## src/hw/ohf_consts.svh

```systemverilog
`ifndef OHF_CONSTS_SVH
`define OHF_CONSTS_SVH
`define OHF_OFS_DONE_HEAD     8'h30
`define OHF_OFS_FRAME_INTV    8'h34
`define OHF_DONE_RESET        32'h0000_0000
`define OHF_DONE_ADDR_MASK    32'hffff_fff0
`define OHF_FI_NOMINAL        14'h2edf
`define OHF_FI_LSB            0
`define OHF_FI_MSB            13
`define OHF_FS_LSB            16
`define OHF_FS_MSB            30
`define OHF_TOGGLE_BIT        31
`define OHF_INTV_WMASK        32'hffff_3fff
`endif

```

## src/hw/ohf_pkg.sv

```systemverilog
package ohf_pkg;
  // Register read/write request from the register access port
  typedef struct packed {
    logic        wr;
    logic        rd;
    logic [7:0]  addr;
    logic [31:0] wdata;
  } ohf_req_s;

  // Descriptor retirement event from the list engine
  typedef struct packed {
    logic        valid;
    logic [31:0] addr;
  } ohf_retire_s;

  // Link store toward memory
  typedef struct packed {
    logic        valid;
    logic [31:0] addr;
    logic [31:0] data;
  } ohf_mem_wr_s;
endpackage

```

## src/hw/ohf_regs.sv

```systemverilog
`timescale 1ns/1ns
`include "ohf_consts.svh"
module ohf_regs
  import ohf_pkg::*;
#(
  parameter int FI_W = 14,
  parameter int FS_W = 15
) (
  input  wire logic        clk,
  input  wire logic        arst_n,
  input  wire logic        bit_tick,
  input  wire ohf_req_s    req,
  output logic [31:0]      rdata,
  output logic             rvalid,
  input  wire ohf_retire_s retire,
  input  wire logic        host_comm_area_post,
  input  wire logic [31:0] host_comm_area_addr,
  output ohf_mem_wr_s      mem_wr,
  output logic [FI_W-1:0]  frame_remaining_count,
  output logic             remaining_toggle_bit,
  output logic             frame_start,
  output logic [FS_W-1:0]  packet_budget
);

  // Field slices below are laid out for these widths only
  if (FI_W != 14 || FS_W != 15) begin : g_bad_width
    $error("ohf_regs: field widths are fixed by the register layout");
  end

  // Offset match shared by both register selects
  function automatic logic addr_hit(input logic [7:0] addr, input logic [7:0] ofs);
    return addr == ofs;
  endfunction

  // ----------------------------------------------------------------
  // Register state
  // ----------------------------------------------------------------
  logic [31:0] done_queue_head_pointer;
  logic [31:0] frame_interval_config;

  // Address decode
  wire hit_done  = addr_hit(req.addr, `OHF_OFS_DONE_HEAD);
  wire hit_intv  = addr_hit(req.addr, `OHF_OFS_FRAME_INTV);
  wire wr_done   = req.wr && hit_done;
  wire wr_intv   = req.wr && hit_intv;

  // Field views
  wire [13:0] frame_length_bit_times   = frame_interval_config[`OHF_FI_MSB:`OHF_FI_LSB];
  wire [14:0] full_speed_largest_packet = frame_interval_config[`OHF_FS_MSB:`OHF_FS_LSB];
  wire        interval_toggle_bit      = frame_interval_config[`OHF_TOGGLE_BIT];
  wire [31:0] done_head_address_field  = done_queue_head_pointer & `OHF_DONE_ADDR_MASK;

  // ----------------------------------------------------------------
  // Done queue head
  // ----------------------------------------------------------------
  // Retirement beats a same-cycle post so no descriptor is lost from the queue
  wire [31:0] next_done =
      retire.valid ? (retire.addr & `OHF_DONE_ADDR_MASK) :
      host_comm_area_post    ? `OHF_DONE_RESET :
      wr_done      ? (req.wdata & `OHF_DONE_ADDR_MASK) :
                     done_queue_head_pointer;

  always_ff @(posedge clk or negedge arst_n) begin
    if (!arst_n) begin
      done_queue_head_pointer <= `OHF_DONE_RESET;
    end else begin
      done_queue_head_pointer <= next_done;
    end
  end

  // Memory store: link field on retirement, else head post to comm area
  always_ff @(posedge clk or negedge arst_n) begin
    if (!arst_n) begin
      mem_wr <= '0;
    end else begin
      mem_wr.valid <= retire.valid || host_comm_area_post;
      mem_wr.addr  <= retire.valid ? retire.addr : host_comm_area_addr;
      mem_wr.data  <= done_head_address_field;
    end
  end

  // ----------------------------------------------------------------
  // Frame interval
  // ----------------------------------------------------------------
  // Reserved bits 15..14 are forced to zero whatever software sends
  always_ff @(posedge clk or negedge arst_n) begin
    if (!arst_n) begin
      frame_interval_config <= {18'h0, `OHF_FI_NOMINAL};
    end else if (wr_intv) begin
      frame_interval_config <= req.wdata & `OHF_INTV_WMASK;
    end
  end

  // ----------------------------------------------------------------
  // Frame remaining counter
  // ----------------------------------------------------------------
  // Reload only from zero, so a write never shortens the running frame
  wire reload = bit_tick && (frame_remaining_count == 14'h0);
  wire [13:0] next_remaining = reload ? frame_length_bit_times :
                               frame_remaining_count - 14'h1;

  always_ff @(posedge clk or negedge arst_n) begin
    if (!arst_n) begin
      frame_remaining_count <= '0;
      remaining_toggle_bit  <= 1'b0;
      frame_start           <= 1'b0;
      packet_budget         <= '0;
    end else begin
      frame_start <= reload;
      if (bit_tick) begin
        frame_remaining_count <= next_remaining;
      end
      if (reload) begin
        remaining_toggle_bit <= interval_toggle_bit;
        packet_budget        <= full_speed_largest_packet;
      end
    end
  end

  // ----------------------------------------------------------------
  // Read path
  // ----------------------------------------------------------------
  wire [31:0] read_mux = hit_done ? done_queue_head_pointer :
                         hit_intv ? frame_interval_config : 32'h0;

  always_ff @(posedge clk or negedge arst_n) begin
    if (!arst_n) begin
      rdata  <= '0;
      rvalid <= 1'b0;
    end else begin
      rvalid <= req.rd;
      rdata  <= req.rd ? read_mux : 32'h0;
    end
  end

  // ----------------------------------------------------------------
  // Checks
  // ----------------------------------------------------------------
  a_retire_sets_head: assert property (@(posedge clk) disable iff (!arst_n)
    retire.valid |=> done_queue_head_pointer == ($past(retire.addr) & `OHF_DONE_ADDR_MASK))
    else $error("head not updated on retire");
  a_link_stores_head: assert property (@(posedge clk) disable iff (!arst_n)
    retire.valid |=> mem_wr.valid && mem_wr.data == $past(done_head_address_field))
    else $error("link store wrong");
  a_post_clears_head: assert property (@(posedge clk) disable iff (!arst_n)
    host_comm_area_post && !retire.valid |=> done_queue_head_pointer == 32'h0)
    else $error("head not cleared on post");
  a_post_writes_area: assert property (@(posedge clk) disable iff (!arst_n)
    host_comm_area_post && !retire.valid |=> mem_wr.valid && mem_wr.addr == $past(host_comm_area_addr))
    else $error("post store missing");
  a_head_low_zero: assert property (@(posedge clk) disable iff (!arst_n)
    done_queue_head_pointer[3:0] == 4'h0)
    else $error("head reserved bits set");
  a_intv_reserved_zero: assert property (@(posedge clk) disable iff (!arst_n)
    frame_interval_config[15:14] == 2'b00)
    else $error("interval reserved bits set");
  a_reload_value: assert property (@(posedge clk) disable iff (!arst_n)
    reload |=> frame_remaining_count == $past(frame_length_bit_times))
    else $error("reload wrong");
  a_decrement_step: assert property (@(posedge clk) disable iff (!arst_n)
    bit_tick && !reload |=> frame_remaining_count == $past(frame_remaining_count) - 14'h1)
    else $error("decrement wrong");
  a_toggle_copy: assert property (@(posedge clk) disable iff (!arst_n)
    reload |=> remaining_toggle_bit == $past(interval_toggle_bit))
    else $error("toggle not copied");
  a_budget_load: assert property (@(posedge clk) disable iff (!arst_n)
    reload |=> frame_start && packet_budget == $past(full_speed_largest_packet))
    else $error("budget not loaded");
  a_frame_kept: assert property (@(posedge clk) disable iff (!arst_n)
    wr_intv && !reload |=> frame_remaining_count == $past(frame_remaining_count) - 14'($past(bit_tick)))
    else $error("write disturbed frame");
  a_read_head: assert property (@(posedge clk) disable iff (!arst_n)
    req.rd && hit_done |=> rvalid && rdata == $past(done_queue_head_pointer))
    else $error("head read wrong");

  // ----------------------------------------------------------------
  // Further checks on ordering, holding and reset values
  // ----------------------------------------------------------------
  // Retire and post together: the retirement must win
  a_retire_wins_post: assert property (@(posedge clk) disable iff (!arst_n)
    retire.valid && host_comm_area_post
    |=> done_queue_head_pointer == ($past(retire.addr) & `OHF_DONE_ADDR_MASK))
    else $error("retire lost to post");

  // Link store goes to the retired descriptor
  a_link_addr_retire: assert property (@(posedge clk) disable iff (!arst_n)
    retire.valid
    |=> mem_wr.addr == $past(retire.addr))
    else $error("link store address wrong");

  // Post carries the head value as it stood
  a_post_data_head: assert property (@(posedge clk) disable iff (!arst_n)
    host_comm_area_post && !retire.valid
    |=> mem_wr.data == $past(done_head_address_field))
    else $error("post data wrong");

  // No stray memory stores
  a_store_on_event: assert property (@(posedge clk) disable iff (!arst_n)
    !retire.valid && !host_comm_area_post
    |=> !mem_wr.valid)
    else $error("stray memory store");

  // Software head write lands masked when nothing else competes
  a_head_write: assert property (@(posedge clk) disable iff (!arst_n)
    wr_done && !retire.valid && !host_comm_area_post
    |=> done_queue_head_pointer == ($past(req.wdata) & `OHF_DONE_ADDR_MASK))
    else $error("head write wrong");

  // Head holds without an event, so reads see a steady value
  a_head_idle_hold: assert property (@(posedge clk) disable iff (!arst_n)
    !retire.valid && !host_comm_area_post && !wr_done
    |=> $stable(done_queue_head_pointer))
    else $error("head changed while idle");

  // Interval write lands with reserved bits cleared
  a_intv_write: assert property (@(posedge clk) disable iff (!arst_n)
    wr_intv
    |=> frame_interval_config == ($past(req.wdata) & `OHF_INTV_WMASK))
    else $error("interval write wrong");

  // Interval holds without a write
  a_intv_idle_hold: assert property (@(posedge clk) disable iff (!arst_n)
    !wr_intv
    |=> $stable(frame_interval_config))
    else $error("interval changed while idle");

  // Counter moves only on a bit time
  a_count_hold: assert property (@(posedge clk) disable iff (!arst_n)
    !bit_tick
    |=> $stable(frame_remaining_count))
    else $error("counter moved without tick");

  // Zero on a tick always starts a frame
  a_reload_at_zero: assert property (@(posedge clk) disable iff (!arst_n)
    bit_tick && frame_remaining_count == 14'h0
    |=> frame_start)
    else $error("no frame start at zero");

  // Frame start is a single pulse
  a_start_pulse: assert property (@(posedge clk) disable iff (!arst_n)
    !reload
    |=> !frame_start)
    else $error("stray frame start");

  // Budget changes only at a frame start
  a_budget_hold: assert property (@(posedge clk) disable iff (!arst_n)
    !reload
    |=> $stable(packet_budget))
    else $error("budget changed mid frame");

  // Remaining toggle changes only at a reload
  a_toggle_hold: assert property (@(posedge clk) disable iff (!arst_n)
    !reload
    |=> $stable(remaining_toggle_bit))
    else $error("toggle changed mid frame");

  // Interval read returns the register
  a_read_intv: assert property (@(posedge clk) disable iff (!arst_n)
    req.rd && hit_intv
    |=> rvalid && rdata == $past(frame_interval_config))
    else $error("interval read wrong");

  // Unmapped offsets read as zero
  a_read_other: assert property (@(posedge clk) disable iff (!arst_n)
    req.rd && !hit_done && !hit_intv
    |=> rvalid && rdata == 32'h0)
    else $error("unmapped read not zero");

  // Read strobe and data last one cycle only
  a_rvalid_pulse: assert property (@(posedge clk) disable iff (!arst_n)
    !req.rd
    |=> !rvalid && rdata == 32'h0)
    else $error("read answer without request");

  // Reset leaves the nominal frame length
  a_fi_after_reset: assert property (@(posedge clk) disable iff (!arst_n)
    $rose(arst_n)
    |-> frame_length_bit_times == `OHF_FI_NOMINAL)
    else $error("frame length not nominal after reset");

  // Reset leaves the upper interval fields clear
  a_intv_upper_reset: assert property (@(posedge clk) disable iff (!arst_n)
    $rose(arst_n)
    |-> frame_interval_config[31:14] == 18'h0)
    else $error("interval fields not clear after reset");

  // Reset leaves the head at zero
  a_head_reset: assert property (@(posedge clk) disable iff (!arst_n)
    $rose(arst_n)
    |-> done_queue_head_pointer == 32'h0)
    else $error("head not zero after reset");

  // Counter and its toggle start from zero so the first tick reloads
  a_count_reset: assert property (@(posedge clk) disable iff (!arst_n)
    $rose(arst_n)
    |-> frame_remaining_count == 14'h0 && !remaining_toggle_bit)
    else $error("counter not zero after reset");

  // Budget and frame start are quiet out of reset
  a_budget_reset: assert property (@(posedge clk) disable iff (!arst_n)
    $rose(arst_n)
    |-> packet_budget == 15'h0 && !frame_start)
    else $error("budget not zero after reset");

  // No store or read answer out of reset
  a_outputs_reset: assert property (@(posedge clk) disable iff (!arst_n)
    $rose(arst_n)
    |-> !mem_wr.valid && !rvalid)
    else $error("outputs active after reset");

endmodule

```

## config.mk

```make
export PLATFORM = sky130hd
export DESIGN_NAME = ohf_regs
export DESIGN_NICKNAME = d
export VERILOG_FILES = /design/src/hw/ohf_pkg.sv /design/src/hw/ohf_regs.sv
export VERILOG_INCLUDE_DIRS = /design/src /design/src/hw
export SDC_FILE = /design/constraint.sdc
export NUM_CORES = 1
export LEC_CHECK = 0
export BUFFER_PORTS_ARGS = -buffer_cell sky130_fd_sc_hd__buf_2
export CORE_MARGIN = 10
export CORE_UTILIZATION = 30
export CTS_CLUSTER_DIAMETER = 100
export CTS_CLUSTER_SIZE = 8
export DETAILED_ROUTE_END_ITERATION = 8
export GPL_TIMING_DRIVEN = 0
export PLACE_DENSITY_LB_ADDON = 0.3
export SLEW_MARGIN = 25
export SYNTH_ARGS = -nofsm -noshare
export SYNTH_HDL_FRONTEND = slang
export SYNTH_SLANG_ARGS = --single-unit
export TNS_END_PERCENT = 30
```

## constraint.sdc

```tcl
create_clock -name clk -period 4.8 [get_ports clk]
set_input_delay 0.48 -clock clk [delete_from_list [all_inputs] [get_ports clk]]
set_output_delay 0.48 -clock clk [all_outputs]
set_load 0.02 [all_outputs]
```

# [After elaboration in Yosys (flattened, before gate mapping)]
# Cells that the tools add are included.
[word_totals] input_bits=111 latch_bits=0 romBits=0 ff_bits=187 mem_count=0 ram_bits=0
[classes] order_cmp=0 reduce_logical=6 n_bitwise=0 shift=0 eq_ne=2 mux=8 n_mul=0 n_addsub=1 div=0
[ops] operator="$mux 32" count=7
[ops] operator="$eq 8x6->1 const B" count=2
[ops] operator="$logic_not 14->1" count=1
[ops] operator="$mux 14" count=1
[ops] operator="$sub 14x1->14 const B" count=1
[ops] operator="$logic_and 1x1->1" count=3
[ops] operator="$reduce_bool 3->1" count=1
[ops] operator="$logic_or 1x1->1" count=1

# [Longest topological paths before layout]
# Gate-level depths: netlist of run 1.
[logic_depth] depth_word=5 mapped_depth=9 depth_no_buf=7

# [Worst setup path after synthesis of run 1]
# OpenSTA, ideal clock, no wires.
[synth_path] path_type="in2reg" startpoint="input port req[38] (netlist bit)" endpoint="register frame_interval_config[5]" path_slack_ns=2.603 path_stages=4 t_required_ns=4.672 setup_time_ns=0.128 arrival_ns=2.069 path_cell_list="or4_1 -> or4_1 -> buf_2 -> mux2_1"
[synth_via] elab_chain_cells=2
[synth_rtl] item="start, declared" line="ohf_regs.sv:12" rtl="input wire ohf_req_s req,"
[synth_rtl] item="$eq 8x6->1" line="ohf_regs.sv:32" rtl="return addr == ofs;"
[synth_rtl] item="$logic_and 1x1->1" line="ohf_regs.sv:45" rtl="wire wr_intv = req.wr && hit_intv;"
[synth_rtl] item="end signal, assigned" line="ohf_regs.sv:88" rtl="frame_interval_config <= {18'h0, `OHF_FI_NOMINAL};"
[synth_rtl] item="end signal, assigned" line="ohf_regs.sv:90" rtl="frame_interval_config <= req.wdata & `OHF_INTV_WMASK;"
[synth_rtl] item="end, declared" line="ohf_regs.sv:39" rtl="logic [31:0] frame_interval_config;"
# Every way passes these cells.
# A chain may end at the register's enable or synchronous reset.

# [Worst setup path in the final report of run 1]
[layout_path] startpoint="input port req[38] (netlist bit)" endpoint="register rdata[24]"
[layout_via] elab_chain_cells=4 elab_cells_between_ends=5 classes_between="2 x eq/ne; 3 x mux"
[layout_rtl] item="$eq 8x6->1" line="ohf_regs.sv:32"
[layout_rtl] item="$mux 32" line="ohf_regs.sv:124" rtl="hit_intv ? frame_interval_config : 32'h0;"
[layout_rtl] item="$mux 32 (*)" line="ohf_regs.sv:123" rtl="wire [31:0] read_mux = hit_done ? done_queue_head_pointer :"
[layout_rtl] item="$mux 32 (*)" line="ohf_regs.sv:132" rtl="rdata <= req.rd ? read_mux : 32'h0;"
[layout_rtl] item="end signal, assigned" line="ohf_regs.sv:132"
[layout_rtl] item="end, declared" line="ohf_regs.sv:13" rtl="output logic [31:0] rdata,"
# Every way passes the cells marked *; elsewhere a longest branch is shown, timed or not.

==> results.json, run 1 <==
{
  "nets": 940,
  "clock-sinks": 183,
  "pwr_density_cell_mw_per_mm2": 384,
  "max_cap_violations": 0,
  "drtAntennaViolNets": 0,
  "rsz0062_at_grt": "no",
  "dieWidth_um": 172,
  "seqPwrFrac": 0.484,
  "die_y_um": 172,
  "timing.fmax_ghz": 0.405,
  "first_pass_iters": 4,
  "rows": 55,
  "wl_per_cell_um": 18.8,
  "clkTransAtPathRegs_ns": 0.07,
  "grt_use_total": 0.144,
  "route.detailed.drc": 0,
  "num_vias": 5162,
  "via_per_inst": 4.48,
  "synthToLayoutAreaGrowth_pct": 32.3,
  "synthCells": 569,
  "core_mm2": 0.0228,
  "avgSynthCellArea_um2": 12.3,
  "diodes": 0,
  "timing.final.crit_period_ns": 2.47,
  "start_util": 0.306,
  "status": "complete, no violations",
  "cts-root-buf": "clkbuf_16",
  "drt_wl_total_um": 21700,
  "grt_pass1_wl_um": 32300,
  "worstHoldPathType": "in -> reg",
  "synth_top_area_cell": "dfrtp_1",
  "cts_setup_buffers": 0,
  "combPwrFrac": 0.112,
  "synth_edf_count": 0,
  "async_reset_ff_frac": 1.00,
  "ios": 240,
  "path_max_fanout": 10,
  "ys_ff_latch": 183,
  "yosysUniqueCellTypes": 45,
  "fin_area_mm2": 0.00922,
  "layout-drive-gt1-share": 0.398,
  "final_util": 0.405,
  "p_clk_frac": 0.405,
  "critical_path_class": "in -> reg",
  "placed_cells": 1120,
  "cp-start-kind": "input pin",
  "p_switching_uw": 1010,
  "netlist_area_mm2": 0.00697,
  "final_common_cell": "buf_2",
  "leakage_uw": 0.00477,
  "grt_max_degree": 92,
  "cp.required_ns": 5.16,
  "synth.area.top_cells": "dfrtp_1 (62%), mux2_2 (5.3%), o21ai_0 (4.5%), nand2_1 (4.3%), mux2i_1 (4.2%)",
  "cts_tree": "built",
  "portBuffers": 233,
  "clk_latency_ns": 0.42,
  "cts_max_level": 4,
  "sw_frac_of_total": 0.284,
  "relSlewSlack": 0.351,
  "setup-violations-final": 0,
  "peakVddDrop_mv": 0.200,
  "arrival_ns": 2.83,
  "hold_violations": 0,
  "antenna_found_initial": 0,
  "netlist.area_leader.share": 0.617,
  "drtIter0Drc": 296,
  "place_area_mm2": 0.00861,
  "max_slew.worst_pin.slew_ns": 0.968,
  "die_area_mm2": 0.0297,
  "final.setup.tns_ns": 0,
  "cts_buffers": 17,
  "clockBufferDepth": 2,
  "finalCritPeriodShare": 0.515,
  "ys_seq_area_frac": 0.659,
  "hpwl_um": 15900,
  "gp_congestion": 0.777,
  "critPathCaptureType": "flip-flop",
  "synth_ff_type": "dfrtp_1",
  "clock_skew_ns": 0.00788,
  "gr-total-overflow": 0,
  "yosysWarnings": 0,
  "stdcell_count": 1153,
  "slew_violations": 0,
  "grt_pass1_vias": 5485,
  "intPower_uw": 2530,
  "final_cell_mix": "buf_2 (238), dfrtp_1 (172), nand2_1 (80)"
}
-- critical path: stages --
cell and delay [ns]:
buf_2 0.09, or4_1 0.61, nor3_2 0.80, clkbuf_1 0.59, a22o_1 0.25
-- cell type report --
cell class | count | area [um2]
repair buffers | 236 | 1240
well taps | 313 | 392
clock inverters | 15 | 181
flip-flops and latches | 183 | 4590
inverters | 42 | 158
fillers | 2239 | 13600
plain buffers | 35 | 180
clock buffers | 17 | 425
multi-input cells | 312 | 2050
-- per-layer routing --
| metal | share of wire | global-route usage | wire length [um] |
|---|---|---|---|
| met2 | 0.49 | 0.241 | 10600 |
| met5 | 0 | 0 | 0 |
| met1 | 0.42 | 0.173 | 9120 |
| met4 | 0.017 | 0.0424 | 359 |
| met3 | 0.075 | 0.0490 | 1640 |
-- power by group through the flow --
stage,registers [uW],logic (uW),clock network (uW)
after floorplan,1810,121,0
after global placement,1740,394,0
after detailed placement,1740,405,0
after CTS,1710,406,1480
after global routing,1730,439,1540
final,1710,396,1430
-- synth_stat cells (3+ instances only) --
| library cell | number |
|---|---|
| clkbuf_1 | 19 |
| nand2_1 | 80 |
| a22o_1 | 26 |
| nor2_1 | 5 |
| dfrtp_1 | 172 |
| inv_1 | 41 |
| buf_4 | 9 |
| nor4_1 | 5 |
| mux2_2 | 33 |
| or4_1 | 3 |
| nor3_1 | 10 |
| and2_1 | 7 |
| o2bb2ai_1 | 4 |
| buf_2 | 6 |
| and3_1 | 3 |
| dfstp_2 | 11 |
| mux2i_1 | 29 |
| o21ai_0 | 63 |
| a22oi_1 | 6 |
-- registers in the layout, indices dropped and copies added (netlist names) --
name,cells
done_queue_head_pointer,28
frame_interval_config,30
frame_remaining_count,14
frame_start,1
mem_wr,61
packet_budget,15
rdata,32
remaining_toggle_bit,1
rvalid,1
-- metrics by stage --
| stage | worst slack, ns | hold slack (ns) | power (uW) |
|---|---|---|---|
| 2_1_floorplan | 2.60 | 0.184 | 1930 |
| 3_3_place_gp | 0.159 | 0.378 | 2130 |
| 3_5_place_dp | 1.76 | 0.276 | 2150 |
| 4_1_cts | 2.21 | 0.195 | 3600 |
| 5_1_grt | 2.16 | 0.189 | 3710 |
| 6_report | 2.33 | 0.205 | 3540 |
-- final timing paths --
check,start,endpoint,slack [ns],cells past startpoint
worst min register to register,done_queue_head_pointer[15],mem_wr[15],0.40,0
worst max register to register,frame_remaining_count[6],packet_budget[5],2.46,6
max in group asynchronous,arst_n,frame_interval_config[1],3.70,3
worst max-delay path,req[38],rdata[24],2.33,5
worst min-delay path,req[40],rvalid,0.20,1
min in group asynchronous,arst_n,mem_wr[15],0.43,2
-- cell families (layout without fill, tap and decap cells) --
kind of cell             count (synthesis)  count (layout)  synth area share
buffers and inverters                   77             345            0.0484
flip-flops                             183             183             0.659
adder cells (fa/ha/maj)                  2               2           0.00359
AND/OR/NAND/NOR                        129             129            0.0876
multiplexers                            63              63            0.0965
AO/OA/AOI/OAI                          114             114             0.105
other                                    1               4          0.000538
-- repair_timing --
| action | CTS | global route |
|---|---|---|
| hold buffers | 1 | 0 |
| endpoints found under the hold margin | 3 | 0 |
| gates resized for setup | 0 | 0 |
No activity file was read; power rests on OpenSTA's default activity.
==> run 2: changes to the inputs <==
==> constraint.sdc (replaced) <==
create_clock -name clk -period 2.6 [get_ports clk]
set_input_delay 0.26 -clock clk [delete_from_list [all_inputs] [get_ports clk]]
set_output_delay 0.26 -clock clk [all_outputs]
set_load 0.02 [all_outputs]
==> run 2 against run 1 <==
Critical path type is now reg -> reg; final cell count about the same; die area unchanged; register-to-register slack got worse by 2.2 ns; highest routed layer unchanged.
==> results.json, run 2 (synthesized netlist as in run 1, its figures left out) <==
{
  "p_clk_frac": 0.404,
  "fin_area_mm2": 0.00923,
  "max_slew.worst_pin.slew_ns": 0.977,
  "gp_congestion": 0.777,
  "layout-drive-gt1-share": 0.397,
  "status": "complete, no violations",
  "dieWidth_um": 172,
  "hold_violations": 0,
  "antenna_found_initial": 0,
  "start_util": 0.306,
  "hold_buffers": 2,
  "grt_max_degree": 92,
  "clock_skew_ns": 0.00812,
  "num_vias": 5166,
  "die_y_um": 172,
  "worstHoldPathType": "in -> reg",
  "grt_use_total": 0.144,
  "p_switching_uw": 1860,
  "drtIter0Drc": 299,
  "arrival_ns": 2.65,
  "hpwl_um": 15900,
  "rsz0062_at_grt": "no",
  "pwr_density_cell_mw_per_mm2": 708,
  "critical_path_class": "reg -> reg",
  "cts-root-buf": "clkbuf_16",
  "largest_reg_flops": 61,
  "die_area_mm2": 0.0297,
  "reg.largest.list": "mem_wr x61, rdata x32, frame_interval_config x30",
  "slew_violations": 0,
  "relSlewSlack": 0.345,
  "finalCritPeriodShare": 0.899,
  "cts_resized": 0,
  "max_cap_violations": 0,
  "synthToLayoutAreaGrowth_pct": 32.4,
  "grt_pass1_vias": 5488,
  "nets": 941,
  "drt_wl_total_um": 21700,
  "cts_max_level": 4,
  "intPower_uw": 4680,
  "timing.final.crit_period_ns": 2.34,
  "cts_buffers": 17,
  "grt_pass1_wl_um": 32300,
  "clock-sinks": 183,
  "ios": 240,
  "portBuffers": 233,
  "critPathCaptureType": "flip-flop",
  "place_area_mm2": 0.00861,
  "cts_tree": "built",
  "final_cell_mix": "buf_2 (238), dfrtp_1 (172), nand2_1 (80)",
  "leakage_uw": 0.00477,
  "final_util": 0.405,
  "sw_frac_of_total": 0.284,
  "final.setup.tns_ns": 0,
  "path_max_fanout": 10,
  "gr-total-overflow": 0,
  "cp-start-kind": "flip-flop",
  "clkTransAtPathRegs_ns": 0.07,
  "via_per_inst": 4.48,
  "peakVddDrop_mv": 0.369,
  "setup-violations-final": 0,
  "route.detailed.drc": 0,
  "first_pass_iters": 4,
  "cp.required_ns": 2.92,
  "core_mm2": 0.0228,
  "cts_setup_buffers": 0,
  "rows": 55,
  "seqPwrFrac": 0.484,
  "timing.fmax_ghz": 0.428,
  "drtAntennaViolNets": 0,
  "diodes": 0,
  "wl_per_cell_um": 18.8,
  "final_common_cell": "buf_2",
  "clk_latency_ns": 0.42,
  "clockBufferDepth": 2,
  "combPwrFrac": 0.112,
  "largest-register": "mem_wr"
}
run 2: cell count changes in the layout (fill, tap and decap cells not counted):
| cell | change |
|---|---|
| dlygate4sd3_1 | +1 |
run 2: power groups by stage:
stage / combinational, uW / clock (uW) / sequential [uW]
final: 732 / 2640 / 3160
after global placement: 727 / 0 / 3210
after global routing: 812 / 2840 / 3190
after floorplan: 224 / 0 / 3330
after CTS: 752 / 2730 / 3160
after detailed placement: 747 / 0 / 3220
run 2: path summary, 6_finish.rpt:
| check | end | cells after the start | from | slack [ns] |
|---|---|---|---|---|
| max | packet_budget[5] | 6 | frame_remaining_count[6] | 0.26 |
| min | done_queue_head_pointer[6] | 3 | retire[6] | 0.06 |
| max reg2reg | packet_budget[5] | 6 | frame_remaining_count[6] | 0.26 |
| min reg2reg | mem_wr[15] | 0 | done_queue_head_pointer[15] | 0.40 |
| max in group asynchronous | frame_interval_config[6] | 3 | arst_n | 1.72 |
| min in group asynchronous | mem_wr[15] | 2 | arst_n | 0.21 |
run 2: per-stage QoR:
step | power [uW] | hold slack (ns) | setup slack [ns] | cells
after floorplan | 3560 | -0.0356 | 0.426 | 572
after global placement | 3940 | 0.378 | -1.82 | 1118
after detailed placement | 3960 | 0.0555 | -0.223 | 1120
after CTS | 6640 | 0.0390 | 0.174 | 1154
after global routing | 6840 | 0.0436 | 0.0943 | 1154
final | 6540 | 0.0584 | 0.263 | 1154
run 2: critical path, cell delays in order (launching register included):
cell	delay [ns]
dfrtp_1	0.46
or4_1	0.65
or4_4	0.53
buf_2	0.21
buf_2	0.23
nand2_1	0.10
nand2_1	0.05
run 2: routing by layer:
layer	vias up	GRT usage	part of all wire
met5	-	0	0
met4	0	0.0424	0.016
met3	16	0.0490	0.076
met2	162	0.241	0.49
met1	2541	0.173	0.42
li1	2447	-	-
run 2: final cells by class:
| cell class | instances | area (um2) |
|---|---|---|
| Multi-Input combinational cell | 312 | 2050 |
| Clock inverter | 15 | 181 |
| Tap cell | 313 | 392 |
| Sequential cell | 183 | 4590 |
| Inverter | 42 | 158 |
| Clock buffer | 17 | 425 |
| Timing Repair Buffer | 237 | 1250 |
| Buffer | 35 | 180 |
| Fill cell | 2239 | 13500 |
==> run 3: changes to the inputs <==
--- a/config.mk
+++ b/config.mk
@@ -13,7 +13,7 @@
 export CTS_CLUSTER_SIZE = 8
 export DETAILED_ROUTE_END_ITERATION = 8
 export GPL_TIMING_DRIVEN = 0
-export PLACE_DENSITY_LB_ADDON = 0.3
+export PLACE_DENSITY = 0.63
 export SLEW_MARGIN = 25
 export SYNTH_ARGS = -nofsm -noshare
 export SYNTH_HDL_FRONTEND = slang
==> run 3 against run 2 <==
Sequential share of layout area grew 0.081 points; clock skew grew 0.0046 ns; sequential power about the same; die area did not move; highest routed layer is now met5; first-iteration DRC count up 33%; power is 1.6% lower; critical endpoint is now rdata[26]; setup slack got worse by 0.16 ns; via count about the same.
==> results.json, run 3 (synthesized netlist as in run 1, its figures left out) <==
{
  "seqCellArea_mm2": 0.00459,
  "hold_violations": 0,
  "synthToLayoutAreaGrowth_pct": 32.2,
  "antenna_found_initial": 4,
  "cp.required_ns": 2.96,
  "clockBufferDepth": 2,
  "leakage_uw": 0.00475,
  "gr-total-overflow": 0,
  "finalCritPeriodShare": 0.961,
  "final_cell_mix": "buf_2 (238), dfrtp_1 (172), nand2_1 (80)",
  "core_mm2": 0.0228,
  "rows": 55,
  "path_max_fanout": 10,
  "largest-register": "mem_wr",
  "reg.largest.list": "mem_wr x61, rdata x32, frame_interval_config x30",
  "final.setup.tns_ns": 0,
  "setup_slack_ns": 0.101,
  "multi_input_area_mm2": 0.00205,
  "gp_congestion": 0.810,
  "first_pass_iters": 6,
  "nets": 941,
  "cts_buffers": 17,
  "drt_wl_total_um": 22500,
  "hpwl_um": 16600,
  "timing.fmax_ghz": 0.400,
  "clock-sinks": 183,
  "dpl_worst_slack_ns": -0.272,
  "fin_area_mm2": 0.00922,
  "hold_slack_ns": 0.0566,
  "die_y_um": 172,
  "place_area_mm2": 0.00861,
  "wl_per_cell_um": 19.5,
  "cts-root-buf": "clkbuf_16",
  "slew_violations": 0,
  "clock_skew_ns": 0.0127,
  "critical_path_class": "in -> reg",
  "portBuffers": 233,
  "status": "complete, no violations",
  "nFillCells": 2216,
  "worstHoldPathType": "in -> reg",
  "grt_pass1_wl_um": 33000,
  "cp-start-kind": "input pin",
  "dieWidth_um": 172,
  "clk_latency_ns": 0.43,
  "num_vias": 5170,
  "largest_reg_flops": 61,
  "pwr_density_cell_mw_per_mm2": 698,
  "timing.final.crit_period_ns": 2.50,
  "cts_resized": 0,
  "final_common_cell": "buf_2",
  "grt_max_degree": 85,
  "drtIter0Drc": 397,
  "max_cap_violations": 0,
  "route.detailed.drc": 0,
  "peakVddDrop_mv": 0.375,
  "drtAntennaViolNets": 0,
  "cts_tree": "built",
  "ios": 240,
  "start_util": 0.306,
  "grt_use_total": 0.151,
  "layout-drive-gt1-share": 0.397,
  "critPathCaptureType": "flip-flop",
  "relSlewSlack": 0.397,
  "die_area_mm2": 0.0297,
  "clkTransAtPathRegs_ns": 0.08,
  "arrival_ns": 2.86,
  "max_slew.worst_pin.slew_ns": 0.899,
  "grt_pass1_vias": 5457,
  "via_per_inst": 4.47,
  "final_util": 0.405,
  "cts_max_level": 4,
  "rsz0062_at_grt": "no",
  "setup-violations-final": 0
}
-- run 3: final cells by class --
cell class	instances	share of cell area
flip-flops and latches	183	0.498
multi-input cells	312	0.223
repair buffers	237	0.136
clock buffers	17	0.0461
well taps	313	0.0425
plain buffers	35	0.0195
clock inverters	15	0.0172
inverters	42	0.0171
diodes	3	0.000814
-- run 3: path summary, 6_finish.rpt --
check	to	startpoint	depth (start not counted)	slack [ns]
setup / recovery	rdata[26]	req[40]	6	0.10
min in group asynchronous	mem_wr[56]	arst_n	2	0.31
hold / removal	mem_wr[43]	host_comm_area_addr[11]	3	0.06
setup reg to reg	packet_budget[4]	frame_remaining_count[9]	6	0.24
hold reg to reg	mem_wr[15]	done_queue_head_pointer[15]	0	0.40
max in group asynchronous	frame_interval_config[2]	arst_n	3	1.53
-- run 3: critical path: stages --
cell,delay [ns]
dlygate4sd3_1,0.53
buf_2,0.11
nand4b_1,0.22
nor3_2,0.75
clkbuf_1,0.72
a22o_1,0.26
-- run 3: report_power, final --
part | switching [uW] | leakage, uW | internal [uW]
clock network | 1260 | 0.000279 | 1280
logic | 464 | 0.00214 | 273
registers | 133 | 0.00233 | 3020
-- run 3: routing by layer --
layer	track usage	wire length (um)	up-vias
met3	0.0518	1960	22
met5	0	13	-
li1	-	-	2463
met2	0.249	11100	176
met4	0.0439	305	2
met1	0.182	9160	2507
-- run 3: timing repair --
item | CTS | global route
hold buffers | 2 | 0
hold endpoints to repair | 42 | 0
buffers inserted | 0 | 0
-- run 3: per-stage QoR --
step	cells	total power [uW]
after floorplan	572	3560
after global placement	1118	3930
after detailed placement	1120	3950
after CTS	1154	6520
after global routing	1155	6740
final	1157	6440
